==> src/verilog/obs_pkg.sv <==
/*
  Shared constants and carrier types for the test signal observation mux,
  plus the small input synchroniser that the mux top instantiates.
  Assumes one system clock; tap signals arrive from other clock domains.
*/
`timescale 1ns/100ps
`default_nettype none

// ==========================================================================
// package
package obs_pkg;
  // register byte offsets
  localparam logic [7:0] OFS_ANALOG  = 8'h00;
  localparam logic [7:0] OFS_DIGITAL = 8'h04;
  localparam logic [7:0] OFS_CONTROL = 8'h08;
  localparam logic [7:0] OFS_STATUS  = 8'h0c;
  // field positions and widths
  localparam int unsigned SRC_LSB   = 0;
  localparam int unsigned SRC_W     = 3;
  localparam int unsigned ROUTE_BIT = 3;
  localparam int unsigned ANA_W     = 5;
  localparam int unsigned DIG_W     = 8;
  localparam int unsigned TAP_LSB   = 8;
  // reset values
  localparam logic [4:0] ANA_RST = 5'h00;
  localparam logic [7:0] DIG_RST = 8'h00;
  localparam logic [2:0] SRC_RST = 3'h0;
  // observation source codes
  localparam logic [2:0] SRC_LOW  = 3'h0;
  localparam logic [2:0] SRC_HIGH = 3'h1;
  localparam logic [2:0] SRC_ENV  = 3'h2;
  localparam logic [2:0] SRC_NRZ  = 3'h3;
  localparam logic [2:0] SRC_MSUB = 3'h4;
  localparam logic [2:0] SRC_MAN  = 3'h5;
  // digital test codes
  localparam logic [7:0] DIG_NONE  = 8'h00;
  localparam logic [7:0] DIG_DATA  = 8'hf4;
  localparam logic [7:0] DIG_VALID = 8'he4;
  localparam logic [7:0] DIG_COLL  = 8'hd4;
  localparam logic [7:0] DIG_SCLK  = 8'hc4;
  localparam logic [7:0] DIG_RD    = 8'hb5;
  localparam logic [7:0] DIG_WR    = 8'ha5;
  localparam logic [7:0] DIG_CORE  = 8'h96;
  // last defined analog node code
  localparam logic [4:0] ANA_LAST = 5'h0c;
  // synchroniser depth
  localparam int unsigned SYNC_STAGES = 2;
  // ahb encodings
  localparam logic [2:0] HSIZE_WORD = 3'h2;

  // internal taps that can be observed
  typedef struct packed {
    logic tx_envelope;
    logic tx_nrz;
    logic rx_manch_sub;
    logic rx_manch;
    logic rx_bit_data;
    logic rx_bit_valid;
    logic rx_bit_coll;
    logic serial_clock;
    logic rd_strobe;
    logic wr_strobe;
    logic core_clock;
  } taps_t;
  localparam int unsigned TAP_W = $bits(taps_t);

  // software selection state
  typedef struct packed {
    logic [4:0] analog_node_code;
    logic [7:0] digital_test_code;
    logic       digital_route_bit;
    logic [2:0] observe_source_code;
  } sel_t;
endpackage

// ==========================================================================
// synchroniser
module tap_sync #(
  parameter int unsigned WIDTH = 11
) (
  // clock and reset
  input  wire logic             clk,
  input  wire logic             rst,
  // data
  input  wire logic [WIDTH-1:0] d,
  output var  logic [WIDTH-1:0] q
);
  if (WIDTH < 1) begin : g_bad_width
    $error("tap_sync needs at least one bit");
  end

  // two flops per bit; the first is read only by the second
  for (genvar i = 0; i < WIDTH; i++) begin : g_bit
    logic meta_r;
    always_ff @(posedge clk) begin
      if (rst) begin
        meta_r <= 1'b0;
        q[i]   <= 1'b0;
      end else begin
        meta_r <= d[i];
        q[i]   <= meta_r;
      end
    end
  end
endmodule

`default_nettype wire

==> src/verilog/observe_mux.sv <==
/*
  Test signal observation mux with an AHB-Lite register slave.
  Routes serial coding taps, receiver and interface taps or a fixed
  level to the digital observation pin, and an analog node code to the
  auxiliary analog switch. Assumes taps come from foreign domains and
  that the analog switch itself lives outside this block.
*/
// Local design decisions: the AHB-Lite interface to the registers and the register addresses.
`timescale 1ns/100ps
`default_nettype none

module observe_mux #(
  parameter int unsigned ADDR_W = 8
) (
  // clock and reset
  input  wire logic              CLK_SYS,
  input  wire logic              SYS_RST,
  // ahb-lite slave
  input  wire logic              HSEL,
  input  wire logic [31:0]       HADDR,
  input  wire logic [1:0]        HTRANS,
  input  wire logic              HWRITE,
  input  wire logic [2:0]        HSIZE,
  input  wire logic [31:0]       HWDATA,
  input  wire logic              HREADY,
  output var  logic [31:0]       HRDATA,
  output var  logic              HREADYOUT,
  output var  logic              HRESP,
  // internal taps, asynchronous to this clock
  input  wire obs_pkg::taps_t    TAP_IN,
  // observation outputs
  output var  logic              DIGITAL_OBSERVE_PIN,
  output var  logic [4:0]        AUX_NODE_SEL,
  output var  logic              AUX_NODE_EN
);

  if (ADDR_W < 4 || ADDR_W > 32) begin : g_bad_addr
    $error("observe_mux address width must be 4 to 32");
  end

  // ========================================================================
  // tap synchronisers
  obs_pkg::taps_t taps_s;
  logic [obs_pkg::TAP_W-1:0] taps_q;

  tap_sync #(
    .WIDTH (obs_pkg::TAP_W)
  ) u_sync (
    .clk (CLK_SYS),
    .rst (SYS_RST),
    .d   (TAP_IN),
    .q   (taps_q)
  );
  assign taps_s = obs_pkg::taps_t'(taps_q);

  // ========================================================================
  // ahb address phase capture
  logic              ph_valid_r, ph_valid_nxt;
  logic              ph_write_r, ph_write_nxt;
  logic [ADDR_W-1:0] ph_addr_r,  ph_addr_nxt;
  logic              take_addr;

  // slave never stalls, so every selected NONSEQ is taken at once
  assign take_addr = HSEL && HTRANS[1] && HREADY;

  always_comb begin
    ph_valid_nxt = take_addr;
    ph_write_nxt = take_addr && HWRITE && (HSIZE == obs_pkg::HSIZE_WORD);
    ph_addr_nxt  = take_addr ? HADDR[ADDR_W-1:0] : ph_addr_r;
  end

  always_ff @(posedge CLK_SYS) begin
    if (SYS_RST) begin
      ph_valid_r <= 1'b0;
      ph_write_r <= 1'b0;
      ph_addr_r  <= '0;
    end else begin
      ph_valid_r <= ph_valid_nxt;
      ph_write_r <= ph_write_nxt;
      ph_addr_r  <= ph_addr_nxt;
    end
  end

  // ========================================================================
  // selection registers
  obs_pkg::sel_t sel_r, sel_nxt;

  // write lands in the data phase; unmapped offsets are dropped
  always_comb begin
    sel_nxt = sel_r;
    if (ph_valid_r && ph_write_r) begin
      unique case (8'(ph_addr_r))
        obs_pkg::OFS_ANALOG:
          sel_nxt.analog_node_code = HWDATA[obs_pkg::ANA_W-1:0];
        obs_pkg::OFS_DIGITAL:
          sel_nxt.digital_test_code = HWDATA[obs_pkg::DIG_W-1:0];
        obs_pkg::OFS_CONTROL: begin
          sel_nxt.observe_source_code =
            HWDATA[obs_pkg::SRC_LSB +: obs_pkg::SRC_W];
          sel_nxt.digital_route_bit = HWDATA[obs_pkg::ROUTE_BIT];
        end
        default: ;
      endcase
    end
  end

  // test code resets to no test signal
  always_ff @(posedge CLK_SYS) begin
    if (SYS_RST) begin
      sel_r.analog_node_code    <= obs_pkg::ANA_RST;
      sel_r.digital_test_code   <= obs_pkg::DIG_RST;
      sel_r.digital_route_bit   <= 1'b0;
      sel_r.observe_source_code <= obs_pkg::SRC_RST;
    end else begin
      sel_r <= sel_nxt;
    end
  end

  // ========================================================================
  // observation outputs
  logic       pin_r, pin_nxt;
  logic [4:0] aux_sel_r, aux_sel_nxt;
  logic       aux_en_r, aux_en_nxt;
  logic       src_level;

  // serial switch, used with the route bit clear or test code 00h
  always_comb begin
    unique case (sel_r.observe_source_code)
      obs_pkg::SRC_LOW:  src_level = 1'b0;
      obs_pkg::SRC_HIGH: src_level = 1'b1;
      obs_pkg::SRC_ENV:  src_level = taps_s.tx_envelope;
      obs_pkg::SRC_NRZ:  src_level = taps_s.tx_nrz;
      obs_pkg::SRC_MSUB: src_level = taps_s.rx_manch_sub;
      obs_pkg::SRC_MAN:  src_level = taps_s.rx_manch;
      default:           src_level = 1'b0;
    endcase
  end

  // registered pin: a code change never shows a combinational glitch
  always_comb begin
    pin_nxt = src_level;
    if (sel_r.digital_route_bit) begin
      unique case (sel_r.digital_test_code)
        obs_pkg::DIG_NONE:  pin_nxt = src_level;
        obs_pkg::DIG_DATA:  pin_nxt = taps_s.rx_bit_data;
        obs_pkg::DIG_VALID: pin_nxt = taps_s.rx_bit_valid;
        obs_pkg::DIG_COLL:  pin_nxt = taps_s.rx_bit_coll;
        obs_pkg::DIG_SCLK:  pin_nxt = taps_s.serial_clock;
        obs_pkg::DIG_RD:    pin_nxt = taps_s.rd_strobe;
        obs_pkg::DIG_WR:    pin_nxt = taps_s.wr_strobe;
        obs_pkg::DIG_CORE:  pin_nxt = taps_s.core_clock;
        default:            pin_nxt = 1'b0;
      endcase
    end
  end

  // reserved analog codes open the switch rather than pick a node
  always_comb begin
    aux_sel_nxt = sel_r.analog_node_code;
    aux_en_nxt  = sel_r.analog_node_code <= obs_pkg::ANA_LAST;
  end

  always_ff @(posedge CLK_SYS) begin
    if (SYS_RST) begin
      pin_r     <= 1'b0;
      aux_sel_r <= obs_pkg::ANA_RST;
      aux_en_r  <= 1'b0;
    end else begin
      pin_r     <= pin_nxt;
      aux_sel_r <= aux_sel_nxt;
      aux_en_r  <= aux_en_nxt;
    end
  end

  assign DIGITAL_OBSERVE_PIN = pin_r;
  assign AUX_NODE_SEL        = aux_sel_r;
  assign AUX_NODE_EN         = aux_en_r;

  // ========================================================================
  // read data and response
  logic [31:0] rdata_r, rdata_nxt;
  logic        ready_r;
  logic        resp_r;

  // read uses next selection so a read right after a write sees it
  always_comb begin
    rdata_nxt = rdata_r;
    if (take_addr && !HWRITE) begin
      rdata_nxt = '0;
      unique case (8'(HADDR[ADDR_W-1:0]))
        obs_pkg::OFS_ANALOG:
          rdata_nxt[obs_pkg::ANA_W-1:0] = sel_nxt.analog_node_code;
        obs_pkg::OFS_DIGITAL:
          rdata_nxt[obs_pkg::DIG_W-1:0] = sel_nxt.digital_test_code;
        obs_pkg::OFS_CONTROL: begin
          rdata_nxt[obs_pkg::SRC_LSB +: obs_pkg::SRC_W] =
            sel_nxt.observe_source_code;
          rdata_nxt[obs_pkg::ROUTE_BIT] = sel_nxt.digital_route_bit;
        end
        obs_pkg::OFS_STATUS: begin
          rdata_nxt[0] = pin_r;
          rdata_nxt[1] = aux_en_r;
          rdata_nxt[obs_pkg::TAP_LSB +: obs_pkg::TAP_W] = taps_s;
        end
        default: ;
      endcase
    end
  end

  // zero wait state, always OKAY
  always_ff @(posedge CLK_SYS) begin
    if (SYS_RST) begin
      rdata_r <= '0;
      ready_r <= 1'b1;
      resp_r  <= 1'b0;
    end else begin
      rdata_r <= rdata_nxt;
      ready_r <= 1'b1;
      resp_r  <= 1'b0;
    end
  end

  assign HRDATA    = rdata_r;
  assign HREADYOUT = ready_r;
  assign HRESP     = resp_r;

  logic src_mode;
  assign src_mode = !sel_r.digital_route_bit ||
                    (sel_r.digital_test_code == obs_pkg::DIG_NONE);
endmodule

`default_nettype wire

==> config.mk <==
export PLATFORM = sky130hd
export DESIGN_NAME = observe_mux
export DESIGN_NICKNAME = d
export VERILOG_FILES = /design/src/verilog/obs_pkg.sv /design/src/verilog/observe_mux.sv
export SDC_FILE = /design/constraint.sdc
export NUM_CORES = 1
export LEC_CHECK = 0
export CORE_MARGIN = 4
export CORE_UTILIZATION = 54
export CTS_CLUSTER_SIZE = 8
export DETAILED_ROUTE_END_ITERATION = 10
export DONT_BUFFER_PORTS = 1
export PLACE_DENSITY_LB_ADDON = 0.12
export SLEW_MARGIN = 0
export SYNTH_ARGS = -nofsm -noshare
export SYNTH_HDL_FRONTEND = slang
export SYNTH_HIERARCHICAL = 1
export SYNTH_SLANG_ARGS = --single-unit
==> constraint.sdc <==
create_clock -name CLK_SYS -period 2.8 [get_ports CLK_SYS]
set_input_delay 0.56 -clock CLK_SYS [delete_from_list [all_inputs] [get_ports CLK_SYS]]
set_output_delay 0.56 -clock CLK_SYS [all_outputs]
set_load 0.02 [all_outputs]
# Word level (Yosys, flattened, before mapping)
# Index checks and enable logic that the tools add are counted.
[classes]
mux = 12
eq_ne = 18
n_lt_le_gt_ge = 1
reduce_logical = 10
[ops]
columns = ["cell", "n"]
rows = [
  ["$eq A8 B8 Y1 const B", 7],
  ["$eq A8 B4 Y1 const B", 3],
  ["$logic_not A8 Y1", 3],
  ["$mux W17", 1],
  ["$eq A8 B3 Y1 const B", 2],
  ["$mux W11", 1],
  ["$eq A3 B2 Y1 const B", 3],
  ["$mux W8", 1],
  ["$pmux W1 S8", 1],
  ["$pmux W2 S4", 1],
  ["$eq A3 B3 Y1 const B", 2],
  ["$logic_and A1 B1 Y1", 6],
  ["$pmux W2 S3", 1],
  ["$le A5 B4 Y1 const B", 1],
  ["$mux W5", 1],
  ["$pmux W1 S5", 1],
  ["$mux W4", 1],
  ["$eq A3 B1 Y1 const B", 1],
  ["$mux W3", 1],
  ["$pmux W1 S2", 1],
  ["$logic_not A1 Y1", 1],
  ["$mux W1", 1],
]
[totals]
in_bits = 85
out_inout_bits = 41
register_bits = 75
elab_cells = 74

# Longest topological paths before layout
# Gate-level depths: netlist of run 1.
[logic_depth]
word_depth = 4
mapped_depth = 6
ltp_nobuf = 5

# Modules after synthesis
# The synthesis of run 1 kept the hierarchy.
[modules_own_cells]
columns = ["mod", "n_inst", "cells_each", "seq_area_each_um2", "area_each_um2"]
rows = [
  ["observe_mux", 1, 260, 1061.0, 2372.3],
  ["tap_sync", 1, 46, 440.4, 640.6],
]

# Worst setup path before layout of run 1
# No wires, ideal clock.
[synth_path]
path_kind = "input to register"
start = "input HADDR[0]"
end = "register rdata_r[4] (netlist: HRDATA[4])"
setup_ps = 74
required_time_ps = 2726
path_buffers = 0
setup_slack_ps = 863
stages = 5
arrival_ps = 1862
cell_sequence = "nor4_4 > nand2_2 > or3_4 > or4_1 > o21ai_0"
[synth_between]
elab_chain_cells = 2
word_cells_on_any_way = 3
classes_between = "eq/ne: 1; mux: 1; reduce/logical: 1"
[synth_lines]
columns = ["element", "line", "source"]
rows = [
  ["start, declared", "observe_mux.sv:20", "input wire logic [31:0] HADDR,"],
  ["$eq A8 B3 Y1 / $logic_not A8 Y1 (equally long branches)", "observe_mux.sv:190", "unique case (8'(HADDR[ADDR_W-1:0]))"],
  ["$pmux W1 S2 *", "observe_mux.sv:190", ""],
  ["end signal, assigned", "observe_mux.sv:217", "rdata_r <= rdata_nxt;"],
  ["end, declared", "observe_mux.sv:181", "logic [31:0] rdata_r, rdata_nxt;"],
]
# Every way passes the cells marked *; elsewhere a longest branch is shown, timed or not.
# A chain may end at the register's enable or synchronous reset.

# Worst setup path after layout of run 1
[layout_path]
start = "register ph_addr_r[0]"
end = "register rdata_r[3] (netlist: HRDATA[3])"
[layout_between]
elab_chain_cells = 4
word_cells_on_any_way = 8
classes_between = "eq/ne: 2; mux: 5; reduce/logical: 1"
[layout_lines]
columns = ["element", "line", "source"]
rows = [
  ["start, declared", "observe_mux.sv:60", "logic [ADDR_W-1:0] ph_addr_r, ph_addr_nxt;"],
  ["start signal, assigned", "observe_mux.sv:80", "ph_addr_r <= ph_addr_nxt;"],
  ["$eq A8 B4 Y1, or another cell as far along", "observe_mux.sv:92", "unique case (8'(ph_addr_r))"],
  ["$mux W4, or another cell as far along", "observe_mux.sv:92", ""],
  ["$mux W17 *", "observe_mux.sv:91", "if (ph_valid_r && ph_write_r) begin"],
  ["$pmux W2 S3 *", "observe_mux.sv:190", ""],
]
# Marks and branches as above.

==> results.sh, run 1 <==
export IMPL_core_area_mm2=0.00527
export IMPL_crit_type="flop to flop"
export IMPL_dr_pass1_iters=4
export IMPL_synth_seq_cells=75
export IMPL_synthCells=306
export IMPL_io_pins=126
export IMPL_io_buffer_count=0
export IMPL_synth_area_top_cells="dfxtp_1 50%, nor2_1 4.7%, mux2i_1 4.7%, nor2b_2 4.4%, buf_4 3.7%"
export IMPL_numCtsBuffers=9
export IMPL_die_area_mm2=0.00684
export IMPL_wl_met2_um=2710
export IMPL_synth_edf_count=0
export IMPL_cp_required_ps=3030
export IMPL_overflow=0
export IMPL_postCtsSetupBuffers=0
export IMPL_synth_distinct_cells=55
export IMPL_routabilityCongestion=0.772
export IMPL_fillers=476
export IMPL_tightest_slew_ps=531
export IMPL_timing_hold_violations_final=0
export IMPL_n_antenna_cell=0
export IMPL_clk_latency_ps=340
export IMPL_via_per_inst=5.42
export IMPL_synthFlopType="dfxtp_1"
export IMPL_drv_slew=0
export IMPL_clkTransAtPathRegs_ps=70
export IMPL_fin_setup_tns_ps=0
export IMPL_post_route_period_util=0.727
export IMPL_vias=2055
export IMPL_placed_cell_area_mm2=0.00296
export IMPL_cts_hold_fix_buffers=0
export IMPL_fmax_mhz=491
export IMPL_ys_async_sr_fraction=0
export IMPL_synth_warnings=6
export IMPL_met1_length_um=2690
export IMPL_avgSynthCellArea_um2=9.85
export IMPL_antenna_found_initial=0
export IMPL_syn_area_mm2=0.00301
export IMPL_grt_pass1_wl_um=9740
export IMPL_gr_usage_all_layers=0.192
export IMPL_cts_max_level=3
export IMPL_clockBufferDepth=2
export IMPL_outcome="complete, no violations"
export IMPL_grt_pass1_vias=1975
export IMPL_synth_top_cell_by_area="dfxtp_1"
export IMPL_fp_dieH_um=82.7
export IMPL_clock_skew_ps=6.89
export IMPL_fin_crit_ps=2030
export IMPL_rsz0062_at_grt="no"
export IMPL_crit_fanout=8
export IMPL_ant_nets=0
export IMPL_root_buffer="clkbuf_8"
export IMPL_grt_max_degree=77
export IMPL_seq_area_frac_synth=0.498
export IMPL_avgRoutedWirePerCell_um=15.7
export IMPL_routed_wl_um=5970
export IMPL_cts_num_sinks=75
export IMPL_drive_gt1_frac=0.146
export IMPL_peakVddDrop_uv=473
export IMPL_num_rows=26
export IMPL_cp_end_kind="flop"
export IMPL_p_total_mw=1.97
export IMPL_p_per_area_mw_per_mm2=623
export IMPL_worstHoldPathType="primary input to flop"
export IMPL_p_leak_nw=1.25
export IMPL_worstPathArrival_ps=2260
export IMPL_netlist_area_leader_share=0.498
export IMPL_syn_to_final_growth_pct=4.82
export IMPL_final_nets=389
export IMPL_relSlewSlack=0.644
export IMPL_initial_core_util=0.572
export IMPL_final_area_mm2=0.00316
export IMPL_final_util=0.599
export IMPL_max_cap_viol_count=0
export IMPL_die_w_um=82.7
export IMPL_drt_iter0_markers=141
export IMPL_cts_tree="done"
export IMPL_drcViolationCount=0
export IMPL_cts_resized=0
export IMPL_cp_start_kind="flop"
export IMPL_highest_layer="met4"
export IMPL_wl_met3_um=482
export IMPL_dpl_hpwl_um=4310
export IMPL_setup_viol=0
final timing paths:
| kind | start | to | slack, ps | cells past startpoint |
|---|---|---|---|---|
| hold / removal | SYS_RST | u_sync/q[3]$_SDFF_PP0_ | 280 | 1 |
| hold reg to reg | u_sync/g_bit[0].meta_r$_SDFF_PP0_ | u_sync/q[0]$_SDFF_PP0_ | 440 | 1 |
| setup / recovery | ph_addr_r[0]$_SDFFE_PP0P_ | HRDATA[3]$_SDFFE_PP0P_ | 770 | 5 |
| setup reg to reg | ph_addr_r[0]$_SDFFE_PP0P_ | HRDATA[3]$_SDFFE_PP0P_ | 770 | 5 |
flip-flops by register name, summed over array words and instances (netlist names):
register             flops
aux_sel_nxt              5
ph_addr_r                8
sel_r                   12
HRDATA                  19
ph_valid_r               1
u_sync/q                11
u_sync/g_bit.meta_r     11
AUX_NODE_SEL             5
ph_write_r               1
DIGITAL_OBSERVE_PIN      1
AUX_NODE_EN              1
metal layers:
layer | vias to the layer above | track usage
li1 | 1027 | -
met1 | 961 | 0.240
met2 | 62 | 0.300
met3 | 5 | 0.0716
met4 | 0 | 0.0801
met5 | - | 0
through the flow:
step           worst slack [ps]  instances  hold WS (ps)
2_1_floorplan               863        319           411
3_3_place_gp                647        363           419
3_5_place_dp                642        363           424
4_1_cts                     770        379           268
5_1_grt                     632        379           255
6_report                    765        379           281
where the power goes:
part / leakage (nW) / internal, mW / switching [mW]
logic: 0.550 / 0.0231 / 0.0386
registers: 0.610 / 1.09 / 0.00908
clock network: 0.0926 / 0.435 / 0.375
placed cells by master, fill, tap and decap left out, types with 4 or more instances in the layout:
master,n
nand3_1,8
clkbuf_8,10
nor4_1,4
a21oi_1,15
nand2_1,22
o21ai_0,4
nor2b_1,11
nor2b_2,15
nor2_1,38
a22oi_1,11
conb_1,15
dfxtp_1,75
mux2i_1,14
critical path, cell delays in order (launching register included):
cell,delay (ps)
dfxtp_1,330
nor4_2,430
nand4b_1,470
mux2_2,370
o2111ai_1,100
a22o_1,220
synthesized netlist by cell type, drive strengths merged, types with 2 or more instances:
library cell / count
nor2: 38
nand4b: 2
buf: 22
a21o: 3
and2b: 2
nand2b: 2
and3: 3
a32oi: 2
o22ai: 2
a21oi: 15
inv: 3
a2bb2oi: 3
dfxtp: 75
or3: 4
nand3: 9
nor2b: 26
mux2: 2
nand3b: 2
o2111ai: 2
clkbuf: 6
and2: 2
a22o: 2
mux2i: 14
nor3b: 3
nor3: 2
conb: 2
o21ai: 4
nand2: 23
nor4: 6
a22oi: 11
final cells by class:
cell class | count | area, um2 | area share
Sequential cell | 75 | 1500 | 0.475
Multi-Input combinational cell | 213 | 1350 | 0.427
Clock buffer | 12 | 145 | 0.0460
Tap cell | 70 | 87.6 | 0.0277
Clock inverter | 4 | 50.0 | 0.0158
Timing Repair Buffer | 2 | 15.0 | 0.00475
Inverter | 3 | 11.3 | 0.00357
logic make-up after synthesis:
logic type      count (synthesis)  share of synthesized area
simple gates                  133                      0.260
flops                          75                      0.498
compound gates                 48                      0.108
buf+inv                        31                     0.0706
mux                            17                     0.0615
other cells                     2                    0.00249
Power figures use the tool's default switching activity.
==> inputs of run 2 (changes only) <==
==> constraint.sdc (replaced) <==
create_clock -name CLK_SYS -period 2.1 [get_ports CLK_SYS]
set_input_delay 0.42 -clock CLK_SYS [delete_from_list [all_inputs] [get_ports CLK_SYS]]
set_output_delay 0.42 -clock CLK_SYS [all_outputs]
set_load 0.02 [all_outputs]
==> results.sh, run 2 (synthesized netlist as in run 1, its figures left out) <==
export IMPL_outcome="complete, no violations"
export IMPL_clk_latency_ps=330
export IMPL_die_w_um=82.7
export IMPL_worstHoldPathType="primary input to flop"
export IMPL_drcViolationCount=0
export IMPL_vias=2068
export IMPL_clkTransAtPathRegs_ps=70
export IMPL_p_comb_frac=0.030
export IMPL_cp_slowest_cell="nor4_2"
export IMPL_root_buffer="clkbuf_8"
export IMPL_setup_viol=0
export IMPL_max_cap_viol_count=0
export IMPL_cp_required_ps=2380
export IMPL_syn_to_final_growth_pct=7.23
export IMPL_drt_iter0_markers=126
export IMPL_cts_resized=0
export IMPL_p_leak_nw=1.30
export IMPL_p_total_mw=2.82
export IMPL_fin_setup_tns_ps=0
export IMPL_power_switching_uw=554
export IMPL_clock_skew_ps=5.41
export IMPL_mostFrequentLayoutCells="75 x dfxtp_1, 38 x nor2_1, 22 x nand2_1"
export IMPL_cts_tree="done"
export IMPL_dr_pass1_iters=4
export IMPL_intPower_mw=2.26
export IMPL_peakVddDrop_uv=579
export IMPL_timing_hold_violations_final=0
export IMPL_fp_dieH_um=82.7
export IMPL_crit_type="flop to flop"
export IMPL_crit_chain="nor4_2 > nand4b_1 > buf_4 > or3_1 > o2111ai_1 > a22o_1"
export IMPL_cp_end_kind="flop"
export IMPL_die_area_mm2=0.00684
export IMPL_initial_core_util=0.572
export IMPL_worst_hold_slack_ps=147
export IMPL_cp_start_kind="flop"
export IMPL_post_route_period_util=0.852
export IMPL_grt_pass1_vias=1999
export IMPL_routabilityCongestion=0.831
export IMPL_num_rows=26
export IMPL_drive_gt1_frac=0.160
export IMPL_r2r_start="ph_addr_r[0]$_SDFFE_PP0P_"
export IMPL_gr_usage_all_layers=0.189
export IMPL_grt_max_degree=77
export IMPL_drv_slew=0
export IMPL_crit_fanout=14
export IMPL_holdCritStartpoint="SYS_RST"
export IMPL_largest_reg_flops=19
export IMPL_postCtsSetupBuffers=0
export IMPL_grt_pass1_wl_um=9690
export IMPL_ant_nets=0
export IMPL_numCtsBuffers=9
export IMPL_dpl_hpwl_um=4200
export IMPL_clockBufferDepth=2
export IMPL_fmax_mhz=559
export IMPL_path_buf_inv=1
export IMPL_clockPowerShare=0.452
export IMPL_final_nets=394
export IMPL_final_common_cell="dfxtp_1"
export IMPL_startpoint="ph_addr_r[0]$_SDFFE_PP0P_"
export IMPL_critPathMaxStageDelay_ps=440
export IMPL_worstPathArrival_ps=2070
export IMPL_io_pins=126
export IMPL_overflow=0
export IMPL_avgRoutedWirePerCell_um=15.4
export IMPL_p_per_area_mw_per_mm2=872
export IMPL_io_buffer_count=0
export IMPL_routed_wl_um=5900
export IMPL_cts_num_sinks=75
export IMPL_cts_max_level=3
export IMPL_fin_crit_ps=1790
export IMPL_via_per_inst=5.40
export IMPL_path_delay_family="simple AND/OR/NAND/NOR gates"
export IMPL_antenna_found_initial=0
export IMPL_power_frac_seq=0.518
export IMPL_switching_share=0.197
export IMPL_rsz0062_at_grt="no"
export IMPL_cts_hold_fix_buffers=0
export IMPL_fillers=436
export IMPL_n_antenna_cell=0
export IMPL_core_area_mm2=0.00527
## run 2: worst paths after layout
check	slack, ps	cells past startpoint	to
max	310	6	HRDATA[2]$_SDFFE_PP0P_
min	150	1	u_sync/g_bit[5].meta_r$_SDFF_PP0_
max reg2reg	310	6	HRDATA[2]$_SDFFE_PP0P_
min reg2reg	440	1	u_sync/q[0]$_SDFF_PP0_
## run 2: final cells by class
class	count	area [um2]	share of cell area
Clock buffer	10	128	0.0395
Timing Repair Buffer	7	52.6	0.0163
Tap cell	70	87.6	0.0271
Multi-Input combinational cell	213	1350	0.417
Sequential cell	75	1500	0.465
Clock inverter	5	103	0.0318
Inverter	3	11.3	0.00349
## run 2: power by group through the flow
| stage | registers (mW) | logic [mW] | clock network, mW |
|---|---|---|---|
| after global routing | 1.46 | 0.0937 | 1.37 |
| after CTS | 1.46 | 0.0833 | 1.30 |
| after floorplan | 1.49 | 0.121 | 0 |
| final | 1.46 | 0.0838 | 1.27 |
| after detailed placement | 1.49 | 0.0833 | 0 |
| after global placement | 1.49 | 0.0820 | 0 |
## run 2: layer usage
metal / up-vias / track usage / wire length [um]
li1: 1037 / - / -
met1: 952 / 0.251 / 2650
met2: 75 / 0.279 / 2660
met3: 4 / 0.0662 / 539
met4: 0 / 0.0817 / 43
met5: - / 0 / 0
## run 2: worst register-to-register path: cells and delay by family, from the launching register on
family / cells / cell delay (ps)
AOI/OAI and AO/OA: 2 / 250
buffers and inverters: 1 / 220
and+or+nand+nor: 3 / 950
DFF: 1 / 320
## run 2: through the flow
step	utilization	setup WS (ps)	std cells	cell area [um2]
2_1_floorplan	-	303	319	3060
3_3_place_gp	0.569	280	368	3000
3_5_place_dp	0.569	303	368	3000
4_1_cts	0.613	337	383	3230
5_1_grt	0.613	191	383	3230
6_report	0.613	311	383	3230
==> inputs of run 3 (changes only) <==
--- a/config.mk
+++ b/config.mk
@@ -6,7 +6,7 @@
 export NUM_CORES = 1
 export LEC_CHECK = 0
 export CORE_MARGIN = 4
-export CORE_UTILIZATION = 54
+export CORE_UTILIZATION = 45
 export CTS_CLUSTER_SIZE = 8
 export DETAILED_ROUTE_END_ITERATION = 10
 export DONT_BUFFER_PORTS = 1
==> results.sh, run 3 (synthesized netlist as in run 1, its figures left out) <==
export IMPL_outcome="complete, no violations"
export IMPL_grt_max_degree=77
export IMPL_clkTransAtPathRegs_ps=80
export IMPL_r2r_end="HRDATA[2]$_SDFFE_PP0P_"
export IMPL_endpoint="HRDATA[2]$_SDFFE_PP0P_"
export IMPL_largest_reg_flops=19
export IMPL_drcViolationCount=0
export IMPL_r2r_start="ph_addr_r[0]$_SDFFE_PP0P_"
export IMPL_cts_hold_fix_buffers=0
export IMPL_drv_slew=0
export IMPL_layout_setup_ws_ps=314
export IMPL_routabilityCongestion=0.807
export IMPL_pre_cts_ws_ps=250
export IMPL_dr_pass1_iters=4
export IMPL_cp_required_ps=2390
export IMPL_numCtsBuffers=9
export IMPL_crit_type="flop to flop"
export IMPL_die_area_mm2=0.00807
export IMPL_n_antenna_cell=0
export IMPL_r2r_cells=6
export IMPL_fin_setup_tns_ps=0
export IMPL_initial_core_util=0.469
export IMPL_startpoint="ph_addr_r[0]$_SDFFE_PP0P_"
export IMPL_cts_resized=0
export IMPL_clock_skew_ps=9.40
export IMPL_fp_dieH_um=89.8
export IMPL_worstPathArrival_ps=2080
export IMPL_clk_latency_ps=350
export IMPL_post_route_period_util=0.851
export IMPL_intPower_mw=2.02
export IMPL_cp_end_kind="flop"
export IMPL_mostFrequentLayoutCells="75 x dfxtp_1, 38 x nor2_1, 22 x nand2_1"
export IMPL_timing_hold_violations_final=0
export IMPL_drive_gt1_frac=0.168
export IMPL_peakVddDrop_uv=475
export IMPL_syn_to_final_growth_pct=6.44
export IMPL_rsz0062_at_grt="no"
export IMPL_die_w_um=89.8
export IMPL_p_leak_nw=1.29
export IMPL_gr_usage_all_layers=0.158
export IMPL_cp_start_kind="flop"
export IMPL_dpl_hpwl_um=4280
export IMPL_clockBufferDepth=2
export IMPL_antenna_found_initial=0
export IMPL_ant_nets=0
export IMPL_power_switching_uw=594
export IMPL_routed_wl_um=6170
export IMPL_via_per_inst=5.24
export IMPL_power_frac_seq=0.557
export IMPL_core_area_mm2=0.00642
export IMPL_root_buffer="clkbuf_8"
export IMPL_final_common_cell="dfxtp_1"
export IMPL_io_buffer_count=0
export IMPL_grt_pass1_wl_um=10100
export IMPL_overflow=0
export IMPL_grt_pass1_vias=2024
export IMPL_switching_share=0.227
export IMPL_r2r_setup_slack_ps=310
export IMPL_cts_max_level=3
export IMPL_max_cap_viol_count=0
export IMPL_p_comb_frac=0.032
export IMPL_setup_viol=0
export IMPL_fillers=593
export IMPL_worstHoldPathType="primary input to flop"
export IMPL_p_per_area_mw_per_mm2=816
export IMPL_io_pins=126
export IMPL_fmax_mhz=560
export IMPL_cts_num_sinks=75
export IMPL_drt_iter0_markers=139
export IMPL_vias=2055
export IMPL_avgRoutedWirePerCell_um=15.7
export IMPL_fin_crit_ps=1790
export IMPL_num_rows=29
export IMPL_crit_fanout=14
export IMPL_postCtsSetupBuffers=0
export IMPL_clockPowerShare=0.411
export IMPL_cts_tree="done"
export IMPL_final_nets=395
-- run 3: changes by cell type in the layout (fill, tap and decap cells not counted) --
| cell | change |
|---|---|
| clkinv_2 | +3 |
| clkbuf_1 | -1 |
| inv_6 | +1 |
| bufinv_16 | -2 |
| buf_4 | +1 |
-- run 3: layer usage --
metal  share of wire  track usage  up-vias
li1                -            -     1041
met1            0.46        0.200      944
met2            0.45        0.238       61
met3           0.070       0.0518        9
met4           0.018       0.0843        0
met5               0            0        -
-- run 3: how the worst min path moves through the flow --
stage / depth (start not counted) / startpoint / slack (ps) / endpoint
floorplan: 1 / aux_sel_nxt[4]$_SDFF_PP0_ / 410 / AUX_NODE_EN$_SDFF_PP0_
detailed placement: 1 / u_sync/g_bit[6].meta_r$_SDFF_PP0_ / 420 / u_sync/q[6]$_SDFF_PP0_
global route: 1 / SYS_RST / 110 / u_sync/q[6]$_SDFF_PP0_
finish: 1 / SYS_RST / 130 / u_sync/g_bit[6].meta_r$_SDFF_PP0_
global placement: 1 / u_sync/g_bit[2].meta_r$_SDFF_PP0_ / 420 / u_sync/q[2]$_SDFF_PP0_
CTS: 1 / SYS_RST / 120 / u_sync/g_bit[6].meta_r$_SDFF_PP0_
-- run 3: worst max-delay path, stage by stage (launching register included) --
cell and delay [ps]:
dfxtp_1 320, nor4_2 400, nand4b_1 160, buf_4 220, or3_1 350, o2111ai_1 110, a22o_1 150
-- run 3: per-stage QoR --
| step | instance area [um2] | hold slack, ps | util | total power, mW | cells |
|---|---|---|---|---|---|
| finish | 3210 | 127 | 0.499 | 2.62 | 392 |
| global route | 3210 | 106 | 0.499 | 2.73 | 392 |
| CTS | 3210 | 118 | 0.499 | 2.65 | 392 |
| detailed placement | 3020 | 421 | 0.470 | 1.58 | 376 |
| global placement | 3020 | 419 | 0.470 | 1.57 | 376 |
| floorplan | 3060 | 411 | - | 1.61 | 319 |
-- run 3: cell type report --
type | count | area (um2) | share of cell area
clock buffers | 9 | 124 | 0.0386
clock inverters | 7 | 66.3 | 0.0207
inverters | 3 | 11.3 | 0.00351
multi-input cells | 213 | 1350 | 0.420
flip-flops and latches | 75 | 1500 | 0.468
well taps | 77 | 96.3 | 0.0300
repair buffers | 8 | 60.1 | 0.0187
-- run 3: power groups by stage --
| stage | clock network [mW] | registers [mW] | logic (mW) |
|---|---|---|---|
| global placement | 0 | 1.49 | 0.0825 |
| floorplan | 0 | 1.49 | 0.121 |
| global route | 1.18 | 1.46 | 0.0926 |
| CTS | 1.11 | 1.46 | 0.0837 |
| detailed placement | 0 | 1.49 | 0.0833 |
| finish | 1.07 | 1.46 | 0.0842 |
